**src/logic/fre_consts.svh**
```systemverilog
// Constants for the flash area range and valid-area protection block.
// Included by the package and the design; definitions only.
`ifndef FRE_CONSTS_SVH
`define FRE_CONSTS_SVH

`define FRE_ADDR_W          8
`define FRE_OFF_END_ADDR    8'h34
`define FRE_OFF_PROTECT     8'h40
`define FRE_OFF_START_ADDR  8'h30
`define FRE_OFF_CONTROL     8'h38
`define FRE_OFF_STATUS      8'h44
`define FRE_OFF_IRQ_STATUS  8'h48
`define FRE_OFF_IRQ_MASK    8'h4C
`define FRE_END_RESET       32'h00000000
`define FRE_PROT_RESET      1'b1
`define FRE_PROT_KEY        8'hFE
`define FRE_CMP_MSB         20
`define FRE_END_RO_MASK     32'hFFFFFFFC
`define FRE_CTL_DIR_BIT     0
`define FRE_CTL_INIT_BIT    1
`define FRE_DATA_AREA_LSB   16
`define FRE_IRQ_W           3
`define FRE_RESP_OKAY       2'b00
`define FRE_RESP_SLVERR     2'b10

`endif

```
**src/logic/fre_pkg.sv**
```systemverilog
// Types shared by the flash area range and protection block.
// Constants sit in fre_consts.svh.
`include "fre_consts.svh"
package fre_pkg;
  typedef enum logic [3:0] {
    FRE_CMD_NONE       = 4'b0001,
    FRE_CMD_AREA_ERASE = 4'b0010,
    FRE_CMD_BLANK      = 4'b0100,
    FRE_CMD_CODE_WRITE = 4'b1000
  } fre_cmd_e;
  typedef enum logic [2:0] {
    FRE_ST_READY = 3'b001,
    FRE_ST_BUSY  = 3'b010,
    FRE_ST_LOCK  = 3'b100
  } fre_state_e;
endpackage

```
**src/logic/fre_range_protect.sv**
```systemverilog
// Area end-address register, code-flash valid-area protection register
// and the range consistency check of the flash command interface.
// Assumes an AXI4-Lite master on clk; the sequencer drives cmd_* and done.
//
// Contract
// Area erasure with start above end is an error and locks commands.
// Incrementing blank check needs start not above end.
// Decrementing blank check needs start not below end.
// Inconsistent direction, start and end on blank check locks commands.
// Range crossing a data-area boundary is an error and locks commands.
// Sequencer-init bit set to 1 resets both registers.
// End-address bits 31..21 ignored; bits 20..0 compared.
// End address is a 32-bit word, resets to zero, bits 1..0 read-only.
// Writes to end or protect ignored while busy; allowed in lock.
// Protection register is 16-bit, resets to 0001, protection on.
// Key field 15..8 is write-only and reads as zero.
// Protection bit changes only when the same write carries key FE.
// Protection on in double map refuses code writes to valid area.
// Protection bits 7..1 read as zero.
// Without a user area the protection bit has no effect.
// Start-address bits 31..21 ignored for data-flash commands.
// A write with wrong key keeps the protection bit.
//
// Register map, byte offsets on the AXI4-Lite port
//   0x30 start address, full word, readable
//   0x34 end address, bits 1..0 fixed at zero
//   0x38 control: bit 0 blank-check direction, bit 1 sequencer init
//   0x3C unmapped, answered with SLVERR
//   0x40 valid-area protect, low halfword, key in bits 15..8
//   0x44 status: bit 0 ready, bit 2 command lock
//   0x48 event status, cleared by a read
//   0x4C event mask, same layout as the status
//
// Event bits: 0 lock entered, 1 protection refusal, 2 command done.
// Writes to unknown offsets still answer, with SLVERR, so a stray
// pointer never hangs the bus.
// Data-area size is taken as 64 KiB: a range whose bits 20..16
// differ between start and end crosses an area boundary.
`include "fre_consts.svh"
`timescale 1ns/100ps
`default_nettype none
module fre_range_protect #(
  parameter bit HAS_USER_AREA = 1'b1
) (
  // Clock and reset
  input  wire logic                    clk,
  input  wire logic                    sys_rst,
  input  wire logic                    clk_en,
  // AXI4-Lite write address and data
  input  wire logic [7:0]              s_axi_awaddr,
  input  wire logic                    s_axi_awvalid,
  output logic                         s_axi_awready,
  input  wire logic [31:0]             s_axi_wdata,
  input  wire logic [3:0]              s_axi_wstrb,
  input  wire logic                    s_axi_wvalid,
  output logic                         s_axi_wready,
  // AXI4-Lite write response
  output logic [1:0]                   s_axi_bresp,
  output logic                         s_axi_bvalid,
  input  wire logic                    s_axi_bready,
  // AXI4-Lite read
  input  wire logic [7:0]              s_axi_araddr,
  input  wire logic                    s_axi_arvalid,
  output logic                         s_axi_arready,
  output logic [31:0]                  s_axi_rdata,
  output logic [1:0]                   s_axi_rresp,
  output logic                         s_axi_rvalid,
  input  wire logic                    s_axi_rready,
  // Sequencer side
  input  wire logic                    cmd_valid,
  input  wire fre_pkg::fre_cmd_e       cmd_kind,
  input  wire logic                    cmd_valid_area,
  input  wire logic                    double_map,
  input  wire logic                    cmd_done,
  output logic                         cmd_accept,
  output logic                         cmd_refuse,
  output logic                         command_lock,
  output logic                         sequencer_ready_flag,
  output logic [31:0]                  area_end_address,
  output logic                         valid_area_protect,
  // Interrupt
  output logic                         irq
);
  import fre_pkg::*;

  logic [31:0]               command_end_address;
  logic                      code_valid_area_protect;
  logic [31:0]               area_start_address;
  logic                      blank_check_direction;
  fre_state_e                state;
  logic [`FRE_IRQ_W-1:0]     irq_status;
  logic [`FRE_IRQ_W-1:0]     irq_mask;

  // Write capture, held until both halves are in
  logic                      aw_held;
  logic                      w_held;
  logic [7:0]                aw_addr;
  logic [31:0]               w_data;
  logic [3:0]                w_strb;

  // Decode and sequencer control
  logic                      wr_go;
  logic                      rd_go;
  logic                      init_pulse;
  logic                      regs_open;
  logic                      range_err;
  logic                      prot_refuse;
  logic                      cmd_take;
  logic [`FRE_IRQ_W-1:0]     irq_event;
  logic [31:0]               next_rdata;
  logic                      next_rerr;
  logic                      wr_known;
  logic                      ev_lock;
  logic                      ev_refuse;
  logic                      ev_done;

  // Compared address: only the low 21 bits take part
  function automatic logic [`FRE_CMP_MSB:0] cmp_addr(input logic [31:0] a);
    cmp_addr = a[`FRE_CMP_MSB:0];
  endfunction

  function automatic logic [`FRE_CMP_MSB-`FRE_DATA_AREA_LSB:0] area_of(input logic [31:0] a);
    area_of = a[`FRE_CMP_MSB:`FRE_DATA_AREA_LSB];
  endfunction

  // Write side: address and data are taken in either order, held until both
  assign s_axi_awready = !aw_held && !s_axi_bvalid;
  assign s_axi_wready  = !w_held && !s_axi_bvalid;
  assign wr_go         = aw_held && w_held && !s_axi_bvalid && clk_en;
  assign s_axi_arready = !s_axi_rvalid;
  assign rd_go         = s_axi_arvalid && s_axi_arready && clk_en;

  always_ff @(posedge clk or posedge sys_rst) begin
    if (sys_rst) begin
      aw_held <= 1'b0;
      w_held  <= 1'b0;
      aw_addr <= 8'h00;
      w_data  <= 32'h00000000;
      w_strb  <= 4'h0;
    end else if (clk_en) begin
      // Both halves may arrive in one cycle; each ready drops once its half is held
      if (s_axi_awvalid && s_axi_awready) begin
        aw_held <= 1'b1;
        aw_addr <= s_axi_awaddr;
      end else if (wr_go) begin
        aw_held <= 1'b0;
      end
      if (s_axi_wvalid && s_axi_wready) begin
        w_held <= 1'b1;
        w_data <= s_axi_wdata;
        w_strb <= s_axi_wstrb;
      end else if (wr_go) begin
        w_held <= 1'b0;
      end
    end
  end

  always_comb begin
    case (aw_addr)
      `FRE_OFF_END_ADDR, `FRE_OFF_PROTECT, `FRE_OFF_START_ADDR, `FRE_OFF_CONTROL,
      `FRE_OFF_STATUS, `FRE_OFF_IRQ_STATUS, `FRE_OFF_IRQ_MASK: wr_known = 1'b1;
      default: wr_known = 1'b0;
    endcase
  end

  always_ff @(posedge clk or posedge sys_rst) begin
    if (sys_rst) begin
      s_axi_bvalid <= 1'b0;
      s_axi_bresp  <= `FRE_RESP_OKAY;
    end else if (clk_en) begin
      if (wr_go) begin
        s_axi_bvalid <= 1'b1;
        s_axi_bresp  <= wr_known ? `FRE_RESP_OKAY : `FRE_RESP_SLVERR;
      end else if (s_axi_bready) begin
        // No new write is taken while a response is still pending
        s_axi_bvalid <= 1'b0;
      end
    end
  end

  // Init is a pulse; the control register does not store it
  assign init_pulse = wr_go && aw_addr == `FRE_OFF_CONTROL && w_strb[0] && w_data[`FRE_CTL_INIT_BIT];

  // Busy blocks the writes; the lock state reopens them for recovery
  assign regs_open  = state != FRE_ST_BUSY;

  always_ff @(posedge clk or posedge sys_rst) begin
    if (sys_rst) begin
      command_end_address <= `FRE_END_RESET;
    end else if (clk_en) begin
      if (init_pulse) begin
        command_end_address <= `FRE_END_RESET;
      end else if (wr_go && aw_addr == `FRE_OFF_END_ADDR && w_strb == 4'hF && regs_open) begin
        command_end_address <= s_axi_wdata_mask(w_data);
      end
    end
  end

  function automatic logic [31:0] s_axi_wdata_mask(input logic [31:0] d);
    s_axi_wdata_mask = d & `FRE_END_RO_MASK;
  endfunction

  always_ff @(posedge clk or posedge sys_rst) begin
    if (sys_rst) begin
      code_valid_area_protect <= `FRE_PROT_RESET;
    end else if (clk_en) begin
      if (init_pulse) begin
        code_valid_area_protect <= `FRE_PROT_RESET;
      end else if (wr_go && aw_addr == `FRE_OFF_PROTECT && w_strb[1:0] == 2'h3 && regs_open
                   && w_data[15:8] == `FRE_PROT_KEY) begin
        // Other keys leave the bit alone
        code_valid_area_protect <= w_data[0]; // see
      end
    end
  end

  always_ff @(posedge clk or posedge sys_rst) begin
    if (sys_rst) begin
      area_start_address    <= 32'h00000000;
      blank_check_direction <= 1'b0;
      irq_mask              <= '0;
    end else if (clk_en && wr_go) begin
      if (aw_addr == `FRE_OFF_START_ADDR && w_strb == 4'hF && regs_open) begin
        area_start_address <= w_data;
      end
      if (aw_addr == `FRE_OFF_CONTROL && w_strb[0] && regs_open) begin
        blank_check_direction <= w_data[`FRE_CTL_DIR_BIT];
      end
      if (aw_addr == `FRE_OFF_IRQ_MASK && w_strb[0]) begin
        irq_mask <= w_data[`FRE_IRQ_W-1:0];
      end
    end
  end

  // Range check uses the low 21 bits of both addresses only
  always_comb begin
    range_err = 1'b0;
    case (cmd_kind)
      FRE_CMD_AREA_ERASE: begin
        range_err = cmp_addr(area_start_address) > cmp_addr(command_end_address); // see see
      end
      FRE_CMD_BLANK: begin
        if (blank_check_direction) begin
          range_err = cmp_addr(area_start_address) < cmp_addr(command_end_address); // see
        end else begin
          range_err = cmp_addr(area_start_address) > cmp_addr(command_end_address); // see
        end
      end
      default: range_err = 1'b0;
    endcase
    if ((cmd_kind == FRE_CMD_AREA_ERASE || cmd_kind == FRE_CMD_BLANK)
        && area_of(area_start_address) != area_of(command_end_address)) begin
      range_err = 1'b1;
    end
  end

  // No user area means the bit never refuses
  assign prot_refuse = HAS_USER_AREA && code_valid_area_protect && double_map
                       && cmd_valid_area && cmd_kind == FRE_CMD_CODE_WRITE; // see
  assign cmd_take    = cmd_valid && clk_en && state == FRE_ST_READY;

  // Sequencer state: ready, busy with a command, or locked after a range error.
  // A refusal by protection is not an error, so the sequencer stays ready.

  always_ff @(posedge clk or posedge sys_rst) begin
    if (sys_rst) begin
      state      <= FRE_ST_READY;
      cmd_accept <= 1'b0;
      cmd_refuse <= 1'b0;
    end else if (clk_en) begin
      cmd_accept <= 1'b0;
      cmd_refuse <= 1'b0;
      case (state)
        FRE_ST_READY: begin
          if (cmd_take) begin
            if (range_err) begin
              state      <= FRE_ST_LOCK; // see see
              cmd_refuse <= 1'b1;
            end else if (prot_refuse) begin
              cmd_refuse <= 1'b1;
            end else begin
              state      <= FRE_ST_BUSY;
              cmd_accept <= 1'b1;
            end
          end
        end
        FRE_ST_BUSY: begin
          // Start, end, protect and direction writes stay closed until the sequencer reports done
          if (cmd_done) begin
            state <= FRE_ST_READY;
          end
        end
        FRE_ST_LOCK: begin
          // Software leaves the lock through the sequencer-init bit
          if (init_pulse) begin
            state <= FRE_ST_READY;
          end
        end
        default: state <= FRE_ST_READY;
      endcase
    end
  end

  assign command_lock         = state == FRE_ST_LOCK;
  assign sequencer_ready_flag = state != FRE_ST_BUSY;
  assign area_end_address     = command_end_address;
  assign valid_area_protect   = code_valid_area_protect;

  // Events: lock entered, command refused by protection, command finished
  assign ev_lock   = cmd_take && range_err;
  assign ev_refuse = cmd_take && !range_err && prot_refuse;
  assign ev_done   = cmd_done && state == FRE_ST_BUSY;
  assign irq_event = {ev_done, ev_refuse, ev_lock};


  always_ff @(posedge clk or posedge sys_rst) begin
    if (sys_rst) begin
      irq_status <= '0;
    end else if (clk_en) begin
      // A new event outranks the clear-on-read in the same cycle
      if (rd_go && s_axi_araddr == `FRE_OFF_IRQ_STATUS) begin
        irq_status <= irq_event;
      end else begin
        irq_status <= irq_status | irq_event;
      end
    end
  end

  // Level output; masking hides an event but does not clear it
  assign irq = |(irq_status & irq_mask);

  // Unmapped reads return zero with SLVERR

  always_comb begin
    next_rdata = 32'h00000000;
    next_rerr  = 1'b0;
    case (s_axi_araddr)
      `FRE_OFF_END_ADDR:   next_rdata = command_end_address;
      // Key reads zero and bits 7..1 read zero
      `FRE_OFF_PROTECT:    next_rdata = {31'h00000000, code_valid_area_protect}; // see
      `FRE_OFF_START_ADDR: next_rdata = area_start_address;
      `FRE_OFF_CONTROL:    next_rdata = {31'h00000000, blank_check_direction};
      `FRE_OFF_STATUS:     next_rdata = {29'h00000000, command_lock, 1'b0, sequencer_ready_flag};
      `FRE_OFF_IRQ_STATUS: next_rdata = {29'h00000000, irq_status};
      `FRE_OFF_IRQ_MASK:   next_rdata = {29'h00000000, irq_mask};
      default:             next_rerr  = 1'b1;
    endcase
  end

  always_ff @(posedge clk or posedge sys_rst) begin
    if (sys_rst) begin
      s_axi_rvalid <= 1'b0;
      s_axi_rdata  <= 32'h00000000;
      s_axi_rresp  <= `FRE_RESP_OKAY;
    end else if (clk_en) begin
      // Data is registered in the take cycle and stands until rready
      if (rd_go) begin
        s_axi_rvalid <= 1'b1;
        s_axi_rdata  <= next_rdata;
        s_axi_rresp  <= next_rerr ? `FRE_RESP_SLVERR : `FRE_RESP_OKAY;
      end else if (s_axi_rready) begin
        s_axi_rvalid <= 1'b0;
      end
    end
  end
endmodule
`default_nettype wire

```
**config.mk**
```make
export PLATFORM = sky130hd
export DESIGN_NAME = fre_range_protect
export DESIGN_NICKNAME = d
export VERILOG_FILES = /design/src/logic/fre_pkg.sv /design/src/logic/fre_range_protect.sv
export VERILOG_INCLUDE_DIRS = /design/src /design/src/logic
export SDC_FILE = /design/constraint.sdc
export NUM_CORES = 1
export LEC_CHECK = 0
export ABC_AREA = 1
export BUFFER_PORTS_ARGS = -buffer_cell sky130_fd_sc_hd__clkbuf_2
export CAP_MARGIN = 5
export CORE_ASPECT_RATIO = 1.75
export CORE_MARGIN = 2
export CORE_UTILIZATION = 50
export DETAILED_ROUTE_END_ITERATION = 8
export PLACE_DENSITY_LB_ADDON = 0.05
export SETUP_SLACK_MARGIN = 0.05
export SLEW_MARGIN = 20
export SYNTH_ARGS = -nofsm -noshare
export SYNTH_HDL_FRONTEND = slang
export SYNTH_SLANG_ARGS = --single-unit
```
**constraint.sdc**
```tcl
create_clock -name clk -period 4.87 [get_ports clk]
set_input_delay 0.7305 -clock clk [delete_from_list [all_inputs] [get_ports clk]]
set_output_delay 0.7305 -clock clk [all_outputs]
set_load 0.01 [all_outputs]
```
### Word level (Yosys, flattened, before mapping)

Index checks and enable logic that the tools add are counted.

* flip-flop bits (word level): 161
* input port bits: 68
* logic and storage cells: 150
* output and inout bits: 79

* eq/ne operators: 29
* $lt $le $gt $ge: 2
* bitwise gates (word level): 2
* reductions and logical operators: 65
* mux-type cells: 33

Operators by type and width (number)
* 32-bit case mux with 7 select lines: 1
* 8-bit by 7-bit == test with 1-bit output, second input constant: 8
* 32-bit 2-to-1 mux: 2
* 8-bit by 6-bit == test with 1-bit output, second input constant: 6
* 1-bit logical AND: 36
* 2-bit AND reduction: 13
* 21-bit greater-than comparator: 1
* 21-bit < comparator: 1
* 1-bit 2-to-1 mux: 20
* 3-bit 2-to-1 mux: 6
* 7-bit OR reduction: 2
* 2-bit nonzero test: 6
* 3-bit case mux with 3 select lines: 1
* 4-bit == test, second input constant: 2
* 8-bit == test, second input constant: 1
* 1-bit logical NOT: 5
* 5-bit != test: 1
* 5-bit AND reduction: 1
* 4-bit by 2-bit == test with 1-bit output, second input constant: 1
* 4-bit by 3-bit == test with 1-bit output, second input constant: 1
* 2-bit 2-to-1 mux: 2
* 2-bit != test, second input constant: 2
* 3-bit AND: 1
* 3-bit by 1-bit == test with 1-bit output, second input constant: 1
* other kinds (10): 10

### Logic depth before layout (Yosys ltp)

* depth after elaboration: 9
* depth in mapped cells: 16
* depth with buffers taken out: 16

### Worst setup path before layout

Ideal clock, no wire load.

* kind: in2reg
* from: in clk_en
* to: reg area_start_address[15]
* stages on the path: 10
* arrival: 1.977 ns
* slack: 2.766 ns
* path buffers: 2
* required time: 4.742 ns
* library setup time: 0.128 ns
* path through: buf_4 > inv_2 > nor2_4 > nand3_4 > nor2_2 > inv_2 > nor3_4 > nand2_1 > buf_2 > mux2_1

* longest elaborated chain between the ends: 3

Ends and longest elaborated chain
* from (decl): RTL line fre_range_protect.sv:48 `input wire logic clk_en,`
* 1-bit logical AND: RTL line fre_range_protect.sv:129 `assign wr_go = aw_held && w_held && !s_axi_bvalid && clk_en;`
* 1-bit logical AND *: RTL line fre_range_protect.sv:222 `end else if (clk_en && wr_go) begin`
* 2-bit AND reduction (no source line) *
* to (signal assigned): RTL line fre_range_protect.sv:224 `area_start_address <= w_data;`
* to (decl): RTL line fre_range_protect.sv:88 `logic [31:0] area_start_address;`

Mark *: on every way between the ends. The rest lies on a longest branch, timed or not.
A chain may end at the register's enable or synchronous reset.

### Final worst setup path

* from: in clk_en
* to: reg state[1]

* longest elaborated chain between the ends: 6
* elaborated cells on any way between the ends: 9
* classes of those cells: eq/ne (2); reduce/logical (7)

Ends and longest elaborated chain
* 1-bit logical AND: RTL line fre_range_protect.sv:129
* 1-bit logical AND (no source line)
* 1-bit logical AND (2 in a row): RTL line fre_range_protect.sv:182 `` assign init_pulse = wr_go && aw_addr == `FRE_OFF_CONTROL && w_strb[0] && w_data[`FRE_CTL_INIT_BIT]; ``
* 2-bit by 1-bit != test with 1-bit output (no source line)
* 5-bit AND reduction (no source line) *
* to (signal assigned): RTL line fre_range_protect.sv:267 `state <= FRE_ST_READY;`
* to (signal assigned): RTL line fre_range_protect.sv:277 `state <= FRE_ST_LOCK;`
* to (signal assigned): RTL line fre_range_protect.sv:282 `state <= FRE_ST_BUSY;`
* to (decl): RTL line fre_range_protect.sv:90 `fre_state_e state;`

Marks and branches as above.

==> impl_metrics.tcl <==
set metrics [dict create \
    maxCapViolations 0 \
    yosys.cell_count.top_type "nand2_1" \
    crit_buf_inv 3 \
    fp.dieW_um 95.7 \
    cts_buffer_depth 2 \
    place_area_um2 8200 \
    powerDensity_nw_per_um2 417 \
    synth_ff_type "dfrtp_1" \
    start_kind "input port" \
    fin_skew_ns 0.00740 \
    fmax_mhz 383 \
    postCtsHoldBufs 0 \
    ys_top_cells_by_area "dfrtp_1 (53%), nand2_1 (11%), mux2_2 (8.4%)" \
    worstSetupEndpointType "flip-flop" \
    clkLatencyLatePin_ns 0.43 \
    grt_first_pass_wirelength_um 29500 \
    synth_top_area_share_pct 52.7 \
    post_cts.repair.setup_buffers 0 \
    numCtsBuffers 17 \
    hold_viol_final 0 \
    slowest_delay_ns 0.73 \
    dr_wl_met3_um 804 \
    grt_pass1_vias 6026 \
    gr-total-overflow 0 \
    vias_per_cell 5.27 \
    cts_tree "yes" \
    layout-drive-gt1-share_pct 29.0 \
    grt_max_degree 107 \
    fin_crit_ns 2.61 \
    crit_fanout 33 \
    htreeDepth 4 \
    slew_headroom_pct 25.5 \
    vias 5856 \
    async_reset_ff_share_pct 100 \
    nFillCells 1298 \
    routed.top_layer "met4" \
    yosysTopAreaCell "dfrtp_1" \
    gp_congestion 0.858 \
    antenna_found_initial 0 \
    place_ws_ns 1.79 \
    p_leak_uw 0.00463 \
    outcome "finished, final reports clean" \
    drtIter0Drc 265 \
    cts.sinks 157 \
    yosysWarnings 0 \
    wl_met2_um 9980 \
    synth_edf_count 0 \
    synth-seq-cells 157 \
    synthToLayoutAreaGrowth_pct 19.1 \
    critPathKind "in2reg" \
    post_synth.cell_area_avg_um2 9.38 \
    postSynthCellCount 785 \
    critPathArrivalTime_ns 2.97 \
    final.setup.worst_slack_ns 2.26 \
    setup_violations 0 \
    die-area_um2 15700 \
    drc 0 \
    syn-cell-area_um2 7360 \
    drt-total-wl_um 18300 \
    tns_ns 0 \
    fin_hold_ws_ns 0.305 \
    num_rows 58 \
    synth_top_cells_by_count "nand2_1 (220), dfrtp_1 (155), inv_1 (72)" \
    cts-resized-gates 0 \
    wl_met1_um 7100 \
    seq_area_um2 3930 \
    crit_family "simple AND/OR/NAND/NOR gates" \
    die_y_um 165 \
    cts.clk_slew.worst_paths_ns 0.07 \
    ios 147 \
    peakVddDrop_mv 0.294 \
    multiInputGateArea_um2 3000 \
    crit_path_cell_trace "clkbuf_2 -> inv_2 -> nor2_4 -> nand3_4 -> nor2_1 -> nand3_2 -> nand2_1 -> nand4_1 -> inv_1 -> nand4_1 -> nand2_1" \
    core_area_um2 14400 \
    final_core_util_pct 61.0 \
    routedWlPerCell_um 16.4 \
    hp-class "in2async" \
    drtPass1Iterations 5 \
    slew_violations 0 \
    grtUsageTotal_pct 24.6 \
    diodes 0 \
    initial_utilization_pct 51.2 \
    fin_area_um2 8770 \
    finalCritPeriodShare_pct 53.6 \
    ant_nets 0 \
    yosysUniqueCellTypes 40 \
    nNetsFinal 1005 \
    critical_path_required_ns 5.24 \
    cpMaxStageDelayCell "nand3_2" \
    tightest_slew_ns 1.11 \
    yosysSeqAreaShare_pct 53.4 \
    dpl.hpwl_um 12500 \
    port_buffers 142 \
    root_buffer "clkbuf_16" \
    rsz0062_at_grt "false" \
]
-- worst reg2reg max path, stage by stage (launching register included) --
cell     delay (ns)
dfrtp_1        0.35
inv_1          0.07
ha_1           0.30
nand2_1        0.10
nor3b_1        0.81
nand4_1        0.18
nand2_1        0.17
nand2_1        0.08
nand2_1        0.17
nand2_1        0.07
nand2_1        0.08
o21ai_0        0.09
-- final cells by class --
class / count / area share (%)
Sequential cell: 157 / 44.8
Multi-Input combinational cell: 521 / 34.3
Timing Repair Buffer: 147 / 8.82
Clock buffer: 18 / 4.89
Inverter: 74 / 3.21
Tap cell: 180 / 2.57
Clock inverter: 14 / 1.44
-- sequential cells by signal, summed over array words and instances (netlist names), 3 cells and up --
name,cells
area_end_address,30
s_axi_rdata,32
irq_mask,3
irq_status,3
w_strb,4
area_start_address,32
w_data,32
aw_addr,8
state,3
-- kinds of logic after synthesis --
group                      after synthesis  share of synthesized area (%)
and+or+nand+nor                        331                           19.5
muxes                                   59                           9.02
adders and majority gates               19                           3.23
buffers and inverters                  110                           6.31
other                                    1                         0.0509
DFF                                    157                           53.4
AOI/OAI and AO/OA                      108                           8.45
-- routing by layer --
metal  up-vias  track usage [%]
li1       2836                -
met1      2844             28.8
met2       148             44.0
met3        28             4.70
met4         0             8.96
met5         -                0
-- path summary, 6_finish.rpt --
| path | start | end | slack [ns] | cells past startpoint |
|---|---|---|---|---|
| worst max-delay path | clk_en | state[1] | 2.26 | 11 |
| worst min-delay path | sys_rst | s_axi_rdata[19] | 0.30 | 2 |
| worst max register to register | area_end_address[20] | state[2] | 2.29 | 11 |
| worst min register to register | s_axi_rdata[6] | s_axi_rdata[6] | 0.48 | 2 |
| max in group asynchronous | sys_rst | s_axi_bvalid | 3.67 | 3 |
| min in group clk | s_axi_rdata[6] | s_axi_rdata[6] | 0.48 | 2 |
-- where the power goes --
part           internal, uW  leakage, uW  switching (uW)
combinational           280      0.00244             355
sequential             1560      0.00191             208
clock                   673     0.000276             585
total                  2510      0.00463            1150
-- layout by cell type (no fill, tap or decap), types with 2 or more instances in the layout --
master and n:
dfrtp_1 155, clkinv_4 5, inv_2 2, inv_6 5, inv_8 3, inv_1 69, conb_1 4, o211ai_1 3
nor3_1 13, o21ai_1 4, o22ai_1 2, clkinv_1 2, nand2_1 219, o21ai_0 62, nand4_1 6, ha_1 19
o21ai_2 10, a21oi_1 18, clkbuf_16 17, o32ai_1 2, clkbuf_2 142, dfstp_2 2, nor4_1 2, or2_2 2
nand3_1 34, mux2_1 4, buf_4 3, nor2_1 35, nand3_2 14, mux2_2 55, buf_12 2
-- metrics by stage --
stage,std cells,power [uW]
finish,1111,3660
global placement,1078,2390
CTS,1110,3690
global route,1111,3860
detailed placement,1078,2430
floorplan,788,2170
(Power assumes the default switching activity.)
